--- config.mk ---
export PLATFORM = sky130hd
export DESIGN_NAME = rss_reset_sequencer
export DESIGN_NICKNAME = d
export VERILOG_FILES = /design/src/rss_pkg.sv /design/src/rss_pin_filter.sv /design/src/rss_reset_sequencer.sv
export VERILOG_INCLUDE_DIRS = /design/src
export SDC_FILE = /design/constraint.sdc
export NUM_CORES = 1
export LEC_CHECK = 0
export BUFFER_PORTS_ARGS = -buffer_cell sky130_fd_sc_hd__buf_2
export CAP_MARGIN = 30
export CORE_AREA = 10 10 134 136
export DETAILED_ROUTE_END_ITERATION = 10
export DIE_AREA = 0 0 144 146
export MAX_ROUTING_LAYER = met4
export PLACE_DENSITY = 0.54
export SYNTH_ARGS = -nofsm -noshare
export SYNTH_HDL_FRONTEND = slang
export SYNTH_SLANG_ARGS = --single-unit
--- constraint.sdc ---
create_clock -name pclk -period 3.04 [get_ports pclk]
set_input_delay 0.76 -clock pclk [delete_from_list [all_inputs] [get_ports pclk]]
set_output_delay 0.76 -clock pclk [all_outputs]
set_load 0.02 [all_outputs]
--- src/rss_defines.svh ---
`ifndef RSS_DEFINES_SVH
`define RSS_DEFINES_SVH

// register byte offsets
`define RSS_ADDR_CFG        12'h000
`define RSS_ADDR_CAUSE      12'h004
`define RSS_ADDR_STAT       12'h008
`define RSS_ADDR_CTRL       12'h00c

// configuration register fields
`define RSS_CFG_OSCM_LSB    0
`define RSS_CFG_FAIL_SAFE_CLOCK_MONITOR        2
`define RSS_CFG_TWOSPD      3
`define RSS_CFG_LOW_POWER_BROWNOUT_DETECTOR       4
`define RSS_CFG_PINEN       5
`define RSS_CFG_LVP         6
`define RSS_CFG_STKRST      7
`define RSS_CFG_PWRTEN      8
`define RSS_CFG_BROWNOUT_ENABLE_FIELD_LSB   9
`define RSS_CFG_RST         32'h0000_0620
`define RSS_CFG_WMASK       32'h0000_07ff

// reset cause register fields
`define RSS_CAUSE_POR_N     0
`define RSS_CAUSE_BOR_N     1
`define RSS_CAUSE_RI_N      2
`define RSS_CAUSE_PIN_N     3
`define RSS_CAUSE_TO_N      4
`define RSS_CAUSE_PD_N      5
`define RSS_CAUSE_UNF       6
`define RSS_CAUSE_OVF       7
`define RSS_CAUSE_RST       8'h3e

// control register fields
`define RSS_CTRL_PULLUP     0
`define RSS_CTRL_SBOREN     1
`define RSS_CTRL_RST        2'h0

// status register fields
`define RSS_STAT_STATE_LSB  0
`define RSS_STAT_CORE_RUN   3
`define RSS_STAT_PC_HOLD    4
`define RSS_STAT_OSC_OK     5
`define RSS_STAT_PIN_EN     6
`define RSS_STAT_PIN_LVL    7
`define RSS_STAT_POWER_UP_DELAY_DONE  8

// timing
`define RSS_CLK_MHZ         40
`define RSS_POWER_UP_DELAY_TIME_US    1000
`define RSS_OST_COUNT       11'h400
`define RSS_PIN_REL_CYC     4'ha
`define RSS_PIN_FILT_CYC    3'h4

`endif

--- src/rss_pkg.sv ---
package rss_pkg;

  typedef enum logic [2:0] {
    RSS_HOLD,
    RSS_PIN_REL,
    RSS_OST,
    RSS_RUN,
    RSS_SLEEP
  } rss_state_e;

  typedef enum logic [1:0] {
    RSS_OSC_INTERNAL,
    RSS_OSC_LOW_FREQ_CRYSTAL,
    RSS_OSC_MEDIUM_CRYSTAL,
    RSS_OSC_HIGH_SPEED_CRYSTAL
  } rss_osc_mode_e;

endpackage

--- src/rss_pin_filter.sv ---
`timescale 1ns/1ps
`include "rss_defines.svh"

// synchronises the external reset pin and passes a level only once it
// has been stable for the filter length, so narrow glitches are dropped
module rss_pin_filter (
  // clock and reset
  input  wire logic pclk,
  input  wire logic presetn,
  // pin side
  input  wire logic pin_async,
  // filtered level
  output logic      pin_filtered
);

  logic       sync1_ff;
  logic       sync2_ff;
  logic [2:0] stable_cnt_ff;

  always_ff @(posedge pclk or negedge presetn) begin
    if (!presetn) begin
      sync1_ff <= 1'b1;
      sync2_ff <= 1'b1;
    end else begin
      sync1_ff <= pin_async;
      sync2_ff <= sync1_ff;
    end
  end

  always_ff @(posedge pclk or negedge presetn) begin
    if (!presetn) begin
      stable_cnt_ff <= 3'h0;
      pin_filtered  <= 1'b1;
    end else if (sync2_ff == pin_filtered) begin
      stable_cnt_ff <= 3'h0;
    end else if (stable_cnt_ff == `RSS_PIN_FILT_CYC - 3'h1) begin
      stable_cnt_ff <= 3'h0;
      pin_filtered  <= sync2_ff;
    end else begin
      stable_cnt_ff <= stable_cnt_ff + 3'h1;
    end
  end

endmodule

--- src/rss_reset_sequencer.sv ---
`timescale 1ns/1ps
`include "rss_defines.svh"

// Functional notes
// - in a crystal mode, count 1024 crystal edges before the clock is stable
// - crystal count starts after power-on once delay ends, and on wake-up
// - core halted during crystal count, unless fail-safe or two-speed enabled
// - low-power brown-out holds reset and clears the shared brown-out flag
// - low-power detector has its own enable bit, disabled after erase
// - pin reset off only when pin-enable and low-voltage bits are both 0
// - enabled pin held low keeps the device in reset; weak pull-up on
// - pin reset path filters out short glitches
// - internal resets never drive the reset pin; it stays input only
// - pin disabled acts as general input with software pull-up
// - watchdog timeout resets and updates expiry and power-down flags
// - reset instruction resets and writes 0 to its cause flag
// - with stack-fault enable set, overflow or underflow resets and flags
// - leaving programming mode behaves like a power-on reset
// - enabled power-up delay runs after power-on or brown-out reset
// - execution starts only after delay done and enabled pin released
// - delay independent of pin; late pin release adds 10 cycles
module rss_reset_sequencer
  import rss_pkg::*;
#(
  parameter int unsigned POWER_UP_DELAY_CYCLES = `RSS_POWER_UP_DELAY_TIME_US * `RSS_CLK_MHZ
) (
  // clock and reset
  input  wire logic        pclk,
  input  wire logic        presetn,
  // apb slave
  input  wire logic        psel,
  input  wire logic        penable,
  input  wire logic        pwrite,
  input  wire logic [11:0] paddr,
  input  wire logic [31:0] pwdata,
  output logic      [31:0] prdata,
  output logic             pready,
  output logic             pslverr,
  // asynchronous monitors and pins
  input  wire logic        brownout_low,
  input  wire logic        lp_brownout_low,
  input  wire logic        prog_mode,
  input  wire logic        crystal_input_pin,
  input  wire logic        external_reset_pin_in,
  output logic             external_reset_pin_out,
  output logic             external_reset_pin_oe,
  output logic             external_reset_pin_pullup,
  output logic             external_reset_pin_gpio,
  // core events
  input  wire logic        watchdog_timeout,
  input  wire logic        reset_instr,
  input  wire logic        stack_overflow,
  input  wire logic        stack_underflow,
  input  wire logic        sleep_enter,
  input  wire logic        wake_event,
  // core control
  output logic             core_reset_n,
  output logic             pc_hold,
  output logic             clk_sel_internal,
  output logic             osc_stable
);

  localparam int NSYNC = 4;

  rss_state_e  state_ff;
  rss_state_e  nxt_state;
  logic [31:0] cfg_ff;
  logic [7:0]  cause_ff;
  logic [7:0]  nxt_cause;
  logic [1:0]  ctrl_ff;
  logic [NSYNC-1:0] sync1_ff;
  logic [NSYNC-1:0] sync2_ff;
  logic        prog_d_ff;
  logic        xtal_d_ff;
  logic        pin_filt;
  logic        need_power_up_delay_ff;
  logic [31:0] power_up_delay_cnt_ff;
  logic        pin_late_ff;
  logic [3:0]  dly_cnt_ff;
  logic [10:0] ost_cnt_ff;
  logic [31:0] rd_mux;
  logic        rd_hit;

  logic        bor_s;
  logic        low_power_brownout_detector_s;
  logic        prog_s;
  logic        xtal_s;
  logic        crystal_mode;
  logic        keep_running;
  logic        pin_enabled;
  logic        pin_hold;
  logic        bor_armed;
  logic        bor_hold;
  logic        low_power_brownout_detector_hold;
  logic        supply_hold;
  logic        prog_exit;
  logic        stk_evt;
  logic        pulse_rst;
  logic        src_hold;
  logic        power_up_delay_expired;
  logic        power_up_delay_done;
  logic        xtal_edge;
  logic        ost_done;
  logic        apb_setup;
  logic        apb_wr;
  logic [1:0]  brownout_enable_field;

  // two-flop synchronisers for the asynchronous levels
  genvar gi;
  generate
    for (gi = 0; gi < NSYNC; gi++) begin : g_sync
      always_ff @(posedge pclk or negedge presetn) begin
        if (!presetn) begin
          sync1_ff[gi] <= 1'b0;
          sync2_ff[gi] <= 1'b0;
        end else begin
          sync1_ff[gi] <= (gi == 0) ? brownout_low :
                          (gi == 1) ? lp_brownout_low :
                          (gi == 2) ? prog_mode : crystal_input_pin;
          sync2_ff[gi] <= sync1_ff[gi];
        end
      end
    end
  endgenerate

  assign bor_s   = sync2_ff[0];
  assign low_power_brownout_detector_s = sync2_ff[1];
  assign prog_s  = sync2_ff[2];
  assign xtal_s  = sync2_ff[3];

  always_ff @(posedge pclk or negedge presetn) begin
    if (!presetn) begin
      prog_d_ff <= 1'b0;
      xtal_d_ff <= 1'b0;
    end else begin
      prog_d_ff <= prog_s;
      xtal_d_ff <= xtal_s;
    end
  end

  rss_pin_filter u_pin_filter (
    .pclk         (pclk),
    .presetn      (presetn),
    .pin_async    (external_reset_pin_in),
    .pin_filtered (pin_filt)
  );

  // source decode
  assign crystal_mode = cfg_ff[`RSS_CFG_OSCM_LSB +: 2] != RSS_OSC_INTERNAL;
  assign keep_running = cfg_ff[`RSS_CFG_FAIL_SAFE_CLOCK_MONITOR] | cfg_ff[`RSS_CFG_TWOSPD];
  assign pin_enabled  = cfg_ff[`RSS_CFG_PINEN] | cfg_ff[`RSS_CFG_LVP];
  assign pin_hold     = pin_enabled & ~pin_filt;
  assign brownout_enable_field        = cfg_ff[`RSS_CFG_BROWNOUT_ENABLE_FIELD_LSB +: 2];
  assign bor_armed    = (brownout_enable_field == 2'h3) |
                        ((brownout_enable_field == 2'h2) & (state_ff != RSS_SLEEP)) |
                        ((brownout_enable_field == 2'h1) & ctrl_ff[`RSS_CTRL_SBOREN]);
  assign bor_hold     = bor_armed & bor_s;
  assign low_power_brownout_detector_hold   = cfg_ff[`RSS_CFG_LOW_POWER_BROWNOUT_DETECTOR] & low_power_brownout_detector_s;
  assign supply_hold  = bor_hold | low_power_brownout_detector_hold | prog_s;
  assign prog_exit    = prog_d_ff & ~prog_s;
  assign stk_evt      = cfg_ff[`RSS_CFG_STKRST] &
                        (stack_overflow | stack_underflow);
  assign pulse_rst    = watchdog_timeout | reset_instr | stk_evt;
  assign src_hold     = supply_hold | pin_hold;

  // power-up delay runs regardless of the pin
  assign power_up_delay_expired = power_up_delay_cnt_ff == POWER_UP_DELAY_CYCLES;
  assign power_up_delay_done    = ~need_power_up_delay_ff | ~cfg_ff[`RSS_CFG_PWRTEN] |
                        power_up_delay_expired;

  always_ff @(posedge pclk or negedge presetn) begin
    if (!presetn) begin
      need_power_up_delay_ff <= 1'b1;
    end else if (supply_hold || prog_exit) begin
      need_power_up_delay_ff <= 1'b1;
    end else if (nxt_state == RSS_RUN) begin
      need_power_up_delay_ff <= 1'b0;
    end
  end

  always_ff @(posedge pclk or negedge presetn) begin
    if (!presetn) begin
      power_up_delay_cnt_ff <= 32'h0;
    end else if (supply_hold) begin
      power_up_delay_cnt_ff <= 32'h0;
    end else if (need_power_up_delay_ff && !power_up_delay_expired) begin
      power_up_delay_cnt_ff <= power_up_delay_cnt_ff + 32'h1;
    end
  end

  // pin still low after the delay expired: release adds a fixed delay
  always_ff @(posedge pclk or negedge presetn) begin
    if (!presetn) begin
      pin_late_ff <= 1'b0;
    end else if (state_ff == RSS_RUN) begin
      pin_late_ff <= 1'b0;
    end else if (pin_hold && power_up_delay_done && state_ff == RSS_HOLD) begin
      pin_late_ff <= 1'b1;
    end
  end

  assign xtal_edge = xtal_s & ~xtal_d_ff;
  assign ost_done  = ost_cnt_ff == `RSS_OST_COUNT;

  always_comb begin
    nxt_state = state_ff;
    case (state_ff)
      RSS_HOLD: begin
        if (!src_hold && !pulse_rst && power_up_delay_done) begin
          if (pin_late_ff) begin
            nxt_state = RSS_PIN_REL;
          end else begin
            nxt_state = crystal_mode ? RSS_OST : RSS_RUN;
          end
        end
      end
      RSS_PIN_REL: begin
        if (dly_cnt_ff == `RSS_PIN_REL_CYC - 4'h1) begin
          nxt_state = crystal_mode ? RSS_OST : RSS_RUN;
        end
      end
      RSS_OST: begin
        if (ost_done) begin
          nxt_state = RSS_RUN;
        end
      end
      RSS_RUN: begin
        if (sleep_enter) begin
          nxt_state = RSS_SLEEP;
        end
      end
      RSS_SLEEP: begin
        if (wake_event) begin
          nxt_state = crystal_mode ? RSS_OST : RSS_RUN;
        end
      end
      default: begin
        nxt_state = RSS_HOLD;
      end
    endcase
    if (src_hold || pulse_rst) begin
      nxt_state = RSS_HOLD;
    end
  end

  always_ff @(posedge pclk or negedge presetn) begin
    if (!presetn) begin
      state_ff <= RSS_HOLD;
    end else begin
      state_ff <= nxt_state;
    end
  end

  always_ff @(posedge pclk or negedge presetn) begin
    if (!presetn) begin
      dly_cnt_ff <= 4'h0;
    end else if (state_ff == RSS_PIN_REL) begin
      dly_cnt_ff <= dly_cnt_ff + 4'h1;
    end else begin
      dly_cnt_ff <= 4'h0;
    end
  end

  always_ff @(posedge pclk or negedge presetn) begin
    if (!presetn) begin
      ost_cnt_ff <= 11'h0;
    end else if (state_ff != RSS_OST) begin
      ost_cnt_ff <= 11'h0;
    end else if (xtal_edge && !ost_done) begin
      ost_cnt_ff <= ost_cnt_ff + 11'h1;
    end
  end

  // core control outputs
  always_ff @(posedge pclk or negedge presetn) begin
    if (!presetn) begin
      core_reset_n     <= 1'b0;
      pc_hold          <= 1'b1;
      clk_sel_internal <= 1'b1;
      osc_stable       <= 1'b0;
    end else begin
      core_reset_n     <= (nxt_state == RSS_OST) | (nxt_state == RSS_RUN) |
                          (nxt_state == RSS_SLEEP);
      pc_hold          <= (nxt_state != RSS_RUN) &
                          ~((nxt_state == RSS_OST) & keep_running);
      clk_sel_internal <= (nxt_state != RSS_RUN) | ~crystal_mode;
      osc_stable       <= nxt_state == RSS_RUN;
    end
  end

  // reset pin is never driven; pull-up follows pin mode
  assign external_reset_pin_out = 1'b0;
  assign external_reset_pin_oe  = 1'b0;
  always_ff @(posedge pclk or negedge presetn) begin
    if (!presetn) begin
      external_reset_pin_pullup <= 1'b1;
      external_reset_pin_gpio   <= 1'b1;
    end else begin
      external_reset_pin_pullup <= pin_enabled |
                                   ctrl_ff[`RSS_CTRL_PULLUP];
      external_reset_pin_gpio   <= pin_enabled ? 1'b1 : pin_filt;
    end
  end

  // apb slave, zero wait states
  assign apb_setup = psel & ~penable;
  assign apb_wr    = psel & penable & pwrite;
  assign pready    = 1'b1;

  always_ff @(posedge pclk or negedge presetn) begin
    if (!presetn) begin
      cfg_ff <= `RSS_CFG_RST;
    end else if (apb_wr && paddr == `RSS_ADDR_CFG) begin
      cfg_ff <= pwdata & `RSS_CFG_WMASK;
    end
  end

  always_ff @(posedge pclk or negedge presetn) begin
    if (!presetn) begin
      ctrl_ff <= `RSS_CTRL_RST;
    end else if (apb_wr && paddr == `RSS_ADDR_CTRL) begin
      ctrl_ff <= pwdata[1:0];
    end
  end

  // cause flags live outside the sequenced reset; hardware beats software
  always_comb begin
    nxt_cause = cause_ff;
    if (apb_wr && paddr == `RSS_ADDR_CAUSE) begin
      nxt_cause = pwdata[7:0];
    end
    if (prog_exit) begin
      nxt_cause[`RSS_CAUSE_POR_N] = 1'b0;
    end
    if (bor_hold || low_power_brownout_detector_hold) begin
      nxt_cause[`RSS_CAUSE_BOR_N] = 1'b0;
    end
    if (pin_hold) begin
      nxt_cause[`RSS_CAUSE_PIN_N] = 1'b0;
    end
    if (reset_instr) begin
      nxt_cause[`RSS_CAUSE_RI_N] = 1'b0;
    end
    if (sleep_enter && state_ff == RSS_RUN) begin
      nxt_cause[`RSS_CAUSE_PD_N] = 1'b0;
    end
    if (watchdog_timeout) begin
      nxt_cause[`RSS_CAUSE_TO_N] = 1'b0;
      nxt_cause[`RSS_CAUSE_PD_N] = state_ff != RSS_SLEEP;
    end
    if (cfg_ff[`RSS_CFG_STKRST] && stack_overflow) begin
      nxt_cause[`RSS_CAUSE_OVF] = 1'b1;
    end
    if (cfg_ff[`RSS_CFG_STKRST] && stack_underflow) begin
      nxt_cause[`RSS_CAUSE_UNF] = 1'b1;
    end
  end

  always_ff @(posedge pclk or negedge presetn) begin
    if (!presetn) begin
      cause_ff <= `RSS_CAUSE_RST;
    end else begin
      cause_ff <= nxt_cause;
    end
  end

  always_comb begin
    rd_mux = 32'h0;
    rd_hit = 1'b1;
    case (paddr)
      `RSS_ADDR_CFG:   rd_mux = cfg_ff;
      `RSS_ADDR_CAUSE: rd_mux = {24'h0, cause_ff};
      `RSS_ADDR_CTRL:  rd_mux = {30'h0, ctrl_ff};
      `RSS_ADDR_STAT: begin
        rd_mux[`RSS_STAT_STATE_LSB +: 3] = state_ff;
        rd_mux[`RSS_STAT_CORE_RUN]       = core_reset_n;
        rd_mux[`RSS_STAT_PC_HOLD]        = pc_hold;
        rd_mux[`RSS_STAT_OSC_OK]         = osc_stable;
        rd_mux[`RSS_STAT_PIN_EN]         = pin_enabled;
        rd_mux[`RSS_STAT_PIN_LVL]        = pin_filt;
        rd_mux[`RSS_STAT_POWER_UP_DELAY_DONE]      = power_up_delay_done;
      end
      default:         rd_hit = 1'b0;
    endcase
  end

  always_ff @(posedge pclk or negedge presetn) begin
    if (!presetn) begin
      prdata  <= 32'h0;
      pslverr <= 1'b0;
    end else if (apb_setup) begin
      prdata  <= pwrite ? 32'h0 : rd_mux;
      pslverr <= ~rd_hit;
    end
  end

endmodule

## Word-level counts from Yosys, hierarchy flattened

Cells that the tools add are included.

| storage, ports and cells | value |
|---|---|
| word-level logic and storage cells | 172 |
| bits in registers | 128 |
| bits of input ports | 60 |
| output and inout port bits | 42 |

| operators by class | value |
|---|---|
| equal/unequal tests | 21 |
| add/subtract/negate cells | 4 |
| bitwise logic cells | 39 |
| muxes and demuxes | 34 |
| reduce and logical (&&, ||, !) cells | 36 |

Operators with widths:

| operator | count |
|---|---|
| $mux W32 | 2 |
| $pmux W9 S4 | 1 |
| $mux W11 | 3 |
| $add A32 B1 Y32 const B | 1 |
| $eq A32 B16 Y1 const B | 1 |
| $eq A12 B4 Y1 const B | 2 |
| $mux W3 | 8 |
| $reduce_bool A2 Y1 | 12 |
| $or A1 B1 Y1 | 16 |
| $eq A3 B2 Y1 const B | 5 |
| $pmux W3 S5 | 1 |
| $mux W1 | 14 |
| $and A1 B1 Y1 | 13 |
| $eq A12 B3 Y1 const B | 1 |
| $logic_and A1 B1 Y1 | 12 |
| $logic_not A12 Y1 | 1 |
| $add A11 B1 Y11 const B | 1 |
| $eq A11 B11 Y1 const B | 1 |
| $not A1 Y1 | 10 |
| $mux W8 | 1 |
| $eq A3 B3 Y1 const B | 2 |
| $mux W2 | 3 |
| $ne A3 B2 Y1 const B | 2 |
| $add A4 B1 Y4 const B | 1 |
| other kinds (14) | 20 |

## Depth between registers and ports, before layout

| logic depth | value |
|---|---|
| depth after elaboration | 18 |
| depth in mapped cells | 8 |
| depth with buffers taken out | 7 |

## Cells and area by module

Synthesis repeated with hierarchy kept, for this count alone.

| unflattened totals | value |
|---|---|
| cell total of the unflattened synthesis | 523 |
| area total of the unflattened synthesis | 5469.0 um^2 |

Modules (own cells, without submodules):

| module | seq. area each (um^2) | area each (um^2) | instances | cells each |
|---|---|---|---|---|
| rss_reset_sequencer | 2543.7 | 5236.3 | 1 | 510 |
| rss_pin_filter | 153.9 | 232.7 | 1 | 13 |

## Least setup slack after synthesis

OpenSTA, ideal clock, no wires.

| timing | value |
|---|---|
| path kind | input to register |
| from | input port paddr[7] |
| to | register cfg_ff[1] |
| library setup time | 0.125 ns |
| arrival time | 2.183 ns |
| data required time | 2.915 ns |
| cell stages on the path | 5 |
| path slack | 0.732 ns |
| path buffers | 1 |
| path through | nor4_1 nand3_1 nor4_1 buf_2 mux2_2 |

| between the ends | value |
|---|---|
| word-level cells in the longest chain between the ends | 2 |

Ends and longest elaborated chain:

| what | RTL line | RTL |
|---|---|---|
| from (decl) | rss_reset_sequencer.sv:34 | `input wire logic [11:0] paddr,` |
| $logic_not A12 Y1 | - |  |
| $logic_and A1 B1 Y1 (no line) | - |  |
| to (signal assigned) | rss_reset_sequencer.sv:312 | `` cfg_ff <= `RSS_CFG_RST; `` |
| to (signal assigned) | rss_reset_sequencer.sv:314 | `` cfg_ff <= pwdata & `RSS_CFG_WMASK; `` |
| to (decl) | rss_reset_sequencer.sv:67 | `logic [31:0] cfg_ff;` |

No other way between the ends.
A chain may end at the register's enable or synchronous reset.

## Worst setup path in the final report

| timing | value |
|---|---|
| from | register power_up_delay_cnt_ff[0] |
| to | register clk_sel_internal |

| between the ends | value |
|---|---|
| word-level cells in the longest chain between the ends | 8 |

Ends and longest elaborated chain:

| what | RTL line | RTL |
|---|---|---|
| from (decl) | rss_reset_sequencer.sv:77 | `logic [31:0] power_up_delay_cnt_ff;` |
| from (signal assigned) | rss_reset_sequencer.sv:187 | `power_up_delay_cnt_ff <= power_up_delay_cnt_ff + 32'h1;` |
| $eq A32 B16 Y1 | rss_reset_sequencer.sv:167 | `assign power_up_delay_expired = power_up_delay_cnt_ff == POWER_UP_DELAY_CYCLES;` |
| $or A1 B1 Y1 | rss_reset_sequencer.sv:168 | `` assign power_up_delay_done = ~need_power_up_delay_ff \| ~cfg_ff[`RSS_CFG_PWRTEN] \| `` |
| $logic_and A1 B1 Y1 | rss_reset_sequencer.sv:209 | `if (!src_hold && !pulse_rst && power_up_delay_done) begin` |
| $mux W3 | rss_reset_sequencer.sv:209 |  |
| $pmux W3 S5 | rss_reset_sequencer.sv:207 | `case (state_ff)` |
| $mux W3 | rss_reset_sequencer.sv:241 | `if (src_hold \|\| pulse_rst) begin` |
| $ne A3 B2 Y1 | rss_reset_sequencer.sv:286 | `clk_sel_internal <= (nxt_state != RSS_RUN) \| ~crystal_mode;` |
| $or A1 B1 Y1 | rss_reset_sequencer.sv:286 |  |
| to (signal assigned) | rss_reset_sequencer.sv:286 |  |
| to (decl) | rss_reset_sequencer.sv:59 | `output logic clk_sel_internal,` |

No other way between the ends.

==> flow_summary.yaml <==
setup_path:
  critPathCaptureType: "flop"
  reg2reg_from: "power_up_delay_cnt_ff[0]$_DFFE_PN0P_"
  cp.arrival_ns: 2.81
  worst-setup-path-type: "flop to flop"
  cp.required_ns: 3.30
  startpoint_type: "flop"
  worst-path-max-fanout: 6
  crit_start: "power_up_delay_cnt_ff[0]$_DFFE_PN0P_"
drt:
  wire_per_inst_um: 15.6
  dr.pass1.iters: 7
  route.detailed.drc: 0
  drtIter0Drc: 237
  routed_wl_mm: 11.9
  via_per_inst: 5.12
  drtAntennaViolNets: 0
  num_vias: 3884
clock_tree:
  cts_buffer_depth: 2
  ctsResizeCount: 0
  tritoncts: "yes"
  htreeDepth: 3
  clkTransAtPathRegs_ns: 0.07
  cts_buffers: 9
  root_buffer: "clkbuf_16"
  clock-sinks: 107
  post-cts-setup-buffers: 0
  cts_hold_buf: 0
  clock_latency_ns: 0.35
timing:
  slew_headroom: 0.445
  setup_ws_ns: 0.493
  report.final.slew_viol_count: 0
  min_period_ns: 2.55
  setup_viol: 0
  tns_ns: 0
  worst_pin_slew_ns: 0.826
  fmax_ghz: 0.393
  skew_ns: 0.00646
  rsz0062_at_grt: "no"
  hold_viol: 0
  period_share: 0.838
cells_and_area:
  syn_to_final_growth_pct: 13.8
  stdcell_count: 759
  nets: 629
  layout-drive-gt1-share: 0.217
  fin_area_mm2: 0.00599
  diodes: 0
  fin_util: 0.387
min_path:
  min-delay-start: "sync1_ff[3]$_DFF_PN0_"
  min_path_type: "flop to flop"
place:
  place_area_mm2: 0.00569
  port_buffers: 56
  routabilityCongestion: 0.800
  place_inst: 743
  place_ws_ns: 0.466
  detailed_place_hpwl_mm: 8.76
power_and_ir_drop:
  powerDensity_mw_per_mm2: 485
  cellLeakagePower_nw: 2.64
  peakVddDrop_uv: 258
floorplan:
  rows: 46
  die_w_um: 144
  core-area_mm2: 0.0155
  die-area_mm2: 0.0210
  initial_core_util: 0.340
  die_h_um: 146
  num_io_pins: 102
grt:
  globalRouteOverflowTotal: 0
  antenna_found_initial: 0
  grt_pass1_vias: 3997
  grt_max_degree: 48
  grtUsageTotal: 0.121
  grt_pass1_wl_mm: 20.2
synthesis:
  synth_edf_count: 0
  synth_top_flop_cell: "dfrtp_1"
  yosys-top-cells-count: "dfrtp_1 (91), nor2_1 (54), nand2_1 (37)"
  synthXorXnorAreaFrac: 0.0416
  synth-adder-area-share: 0.0166
  synth_seq_area_share: 0.513
  ys_warn_count: 0
  syn_inst: 507
  yosysTopAreaCell: "dfrtp_1"
  syn_area_mm2: 0.00526
  synthTopCellsByArea: "dfrtp_1 (43%), dfstp_2 (8.0%), nor2_1 (3.9%)"
  synth_top_family_by_area: "simple AND/OR/NAND/NOR gates"
  muxShareOfSynthArea: 0.0673
  syn_area_per_cell_um2: 10.4
  synth_seq_cells: 107
  synth_compound_area_frac: 0.0934
  synth_top_area_share: 0.433
  synth_cell_types: 56
  async_flop_share: 1.00
  synthSimpleGateAreaFrac: 0.209
  synth_most_common_cell: "dfrtp_1"
status:
  outcome: "completed"
flow_run:
  drv_cap: 0
## logic make-up (layout without fill, tap and decap cells)
| kind of cell | after synthesis | count (layout) |
|---|---|---|
| AND/OR/NAND/NOR | 198 | 198 |
| flip-flops | 107 | 107 |
| AO/OA/AOI/OAI | 81 | 81 |
| buffers and inverters | 56 | 94 |
| multiplexers | 31 | 31 |
| XOR/XNOR | 25 | 25 |
| adder cells (fa/ha/maj) | 7 | 7 |
| other | 2 | 24 |
## report_power, final
| part | internal, mW | switching, mW |
|---|---|---|
| Clock | 0.657 | 0.515 |
| Combinational | 0.0772 | 0.144 |
| Sequential | 1.48 | 0.0340 |
## per-layer routing
| metal | global-route usage | share of wire |
|---|---|---|
| met4 | 0.0337 | 0.012 |
| met5 | - | 0 |
| met1 | 0.149 | 0.45 |
| met2 | 0.188 | 0.49 |
| met3 | 0.0326 | 0.054 |
## layout make-up
cell class                      count  area, um^2
Clock buffer                       11         243
Clock inverter                      5        52.6
Fill cell                        1515        9500
Inverter                           15        56.3
Multi-Input combinational cell    366        2350
Sequential cell                   107        2700
Tap cell                          192         240
Timing Repair Buffer               63         348
## through the flow
step	hold WS, ns	power [mW]
2_1_floorplan	0.331	1.68
3_3_place_gp	0.337	1.75
3_5_place_dp	0.336	1.76
4_1_cts	0.352	2.95
5_1_grt	0.361	3.04
6_report	0.349	2.90
## critical path, cell delays in order (launching register included)
cell,delay (ns)
dfrtp_1,0.43
inv_1,0.11
ha_1,0.14
nor4b_1,0.34
nand4_1,0.31
o211ai_1,0.39
o211ai_1,0.27
or3_1,0.47
## worst paths after layout
| check | slack (ns) | to | depth (start not counted) |
|---|---|---|---|
| min in group asynchronous | 0.41 | u_pin_filter.stable_cnt_ff[0]$_DFF_PN0_ | 1 |
| hold reg to reg | 0.35 | xtal_s$_DFF_PN0_ | 0 |
| setup reg to reg | 0.49 | clk_sel_internal$_DFF_PN1_ | 7 |
| max in group asynchronous | 1.92 | cfg_ff[9]$_DFFE_PN1P_ | 2 |
| setup / recovery | 0.49 | clk_sel_internal$_DFF_PN1_ | 7 |
| hold / removal | 0.35 | xtal_s$_DFF_PN0_ | 0 |
## cells in the final DEF (no fill, tap or decap), types with 4 or more instances in the layout
cell type	netlist	final
a22o_1	4	4
nand4_1	10	10
mux2_2	15	15
and3_1	7	7
nor2_1	54	54
o21ai_0	28	28
dfstp_2	16	16
ha_1	7	7
nor3_1	8	8
a21oi_1	27	27
mux2i_1	14	14
inv_1	15	15
clkbuf_16	0	9
nand2_1	37	37
nor4_1	8	7
xor2_1	16	16
nor4b_1	4	4
conb_1	2	24
dfrtp_1	91	91
o211ai_1	4	4
or3_1	20	20
buf_2	2	55
buf_4	24	7
and4_1	4	4
nand3_1	17	17
o31ai_1	4	4
xnor2_1	9	9
or4_1	4	4
## flip-flops by register name, summed over array words and instances (netlist names), 2 cells and up
name and count:
cause_ff 8, cfg_ff 11, ctrl_ff 2, dly_cnt_ff 4, ost_cnt_ff 11, power_up_delay_cnt_ff 32, prdata 11, state_ff 3
sync1_ff 4, u_pin_filter.stable_cnt_ff 3
Power figures use the tool's default switching activity.
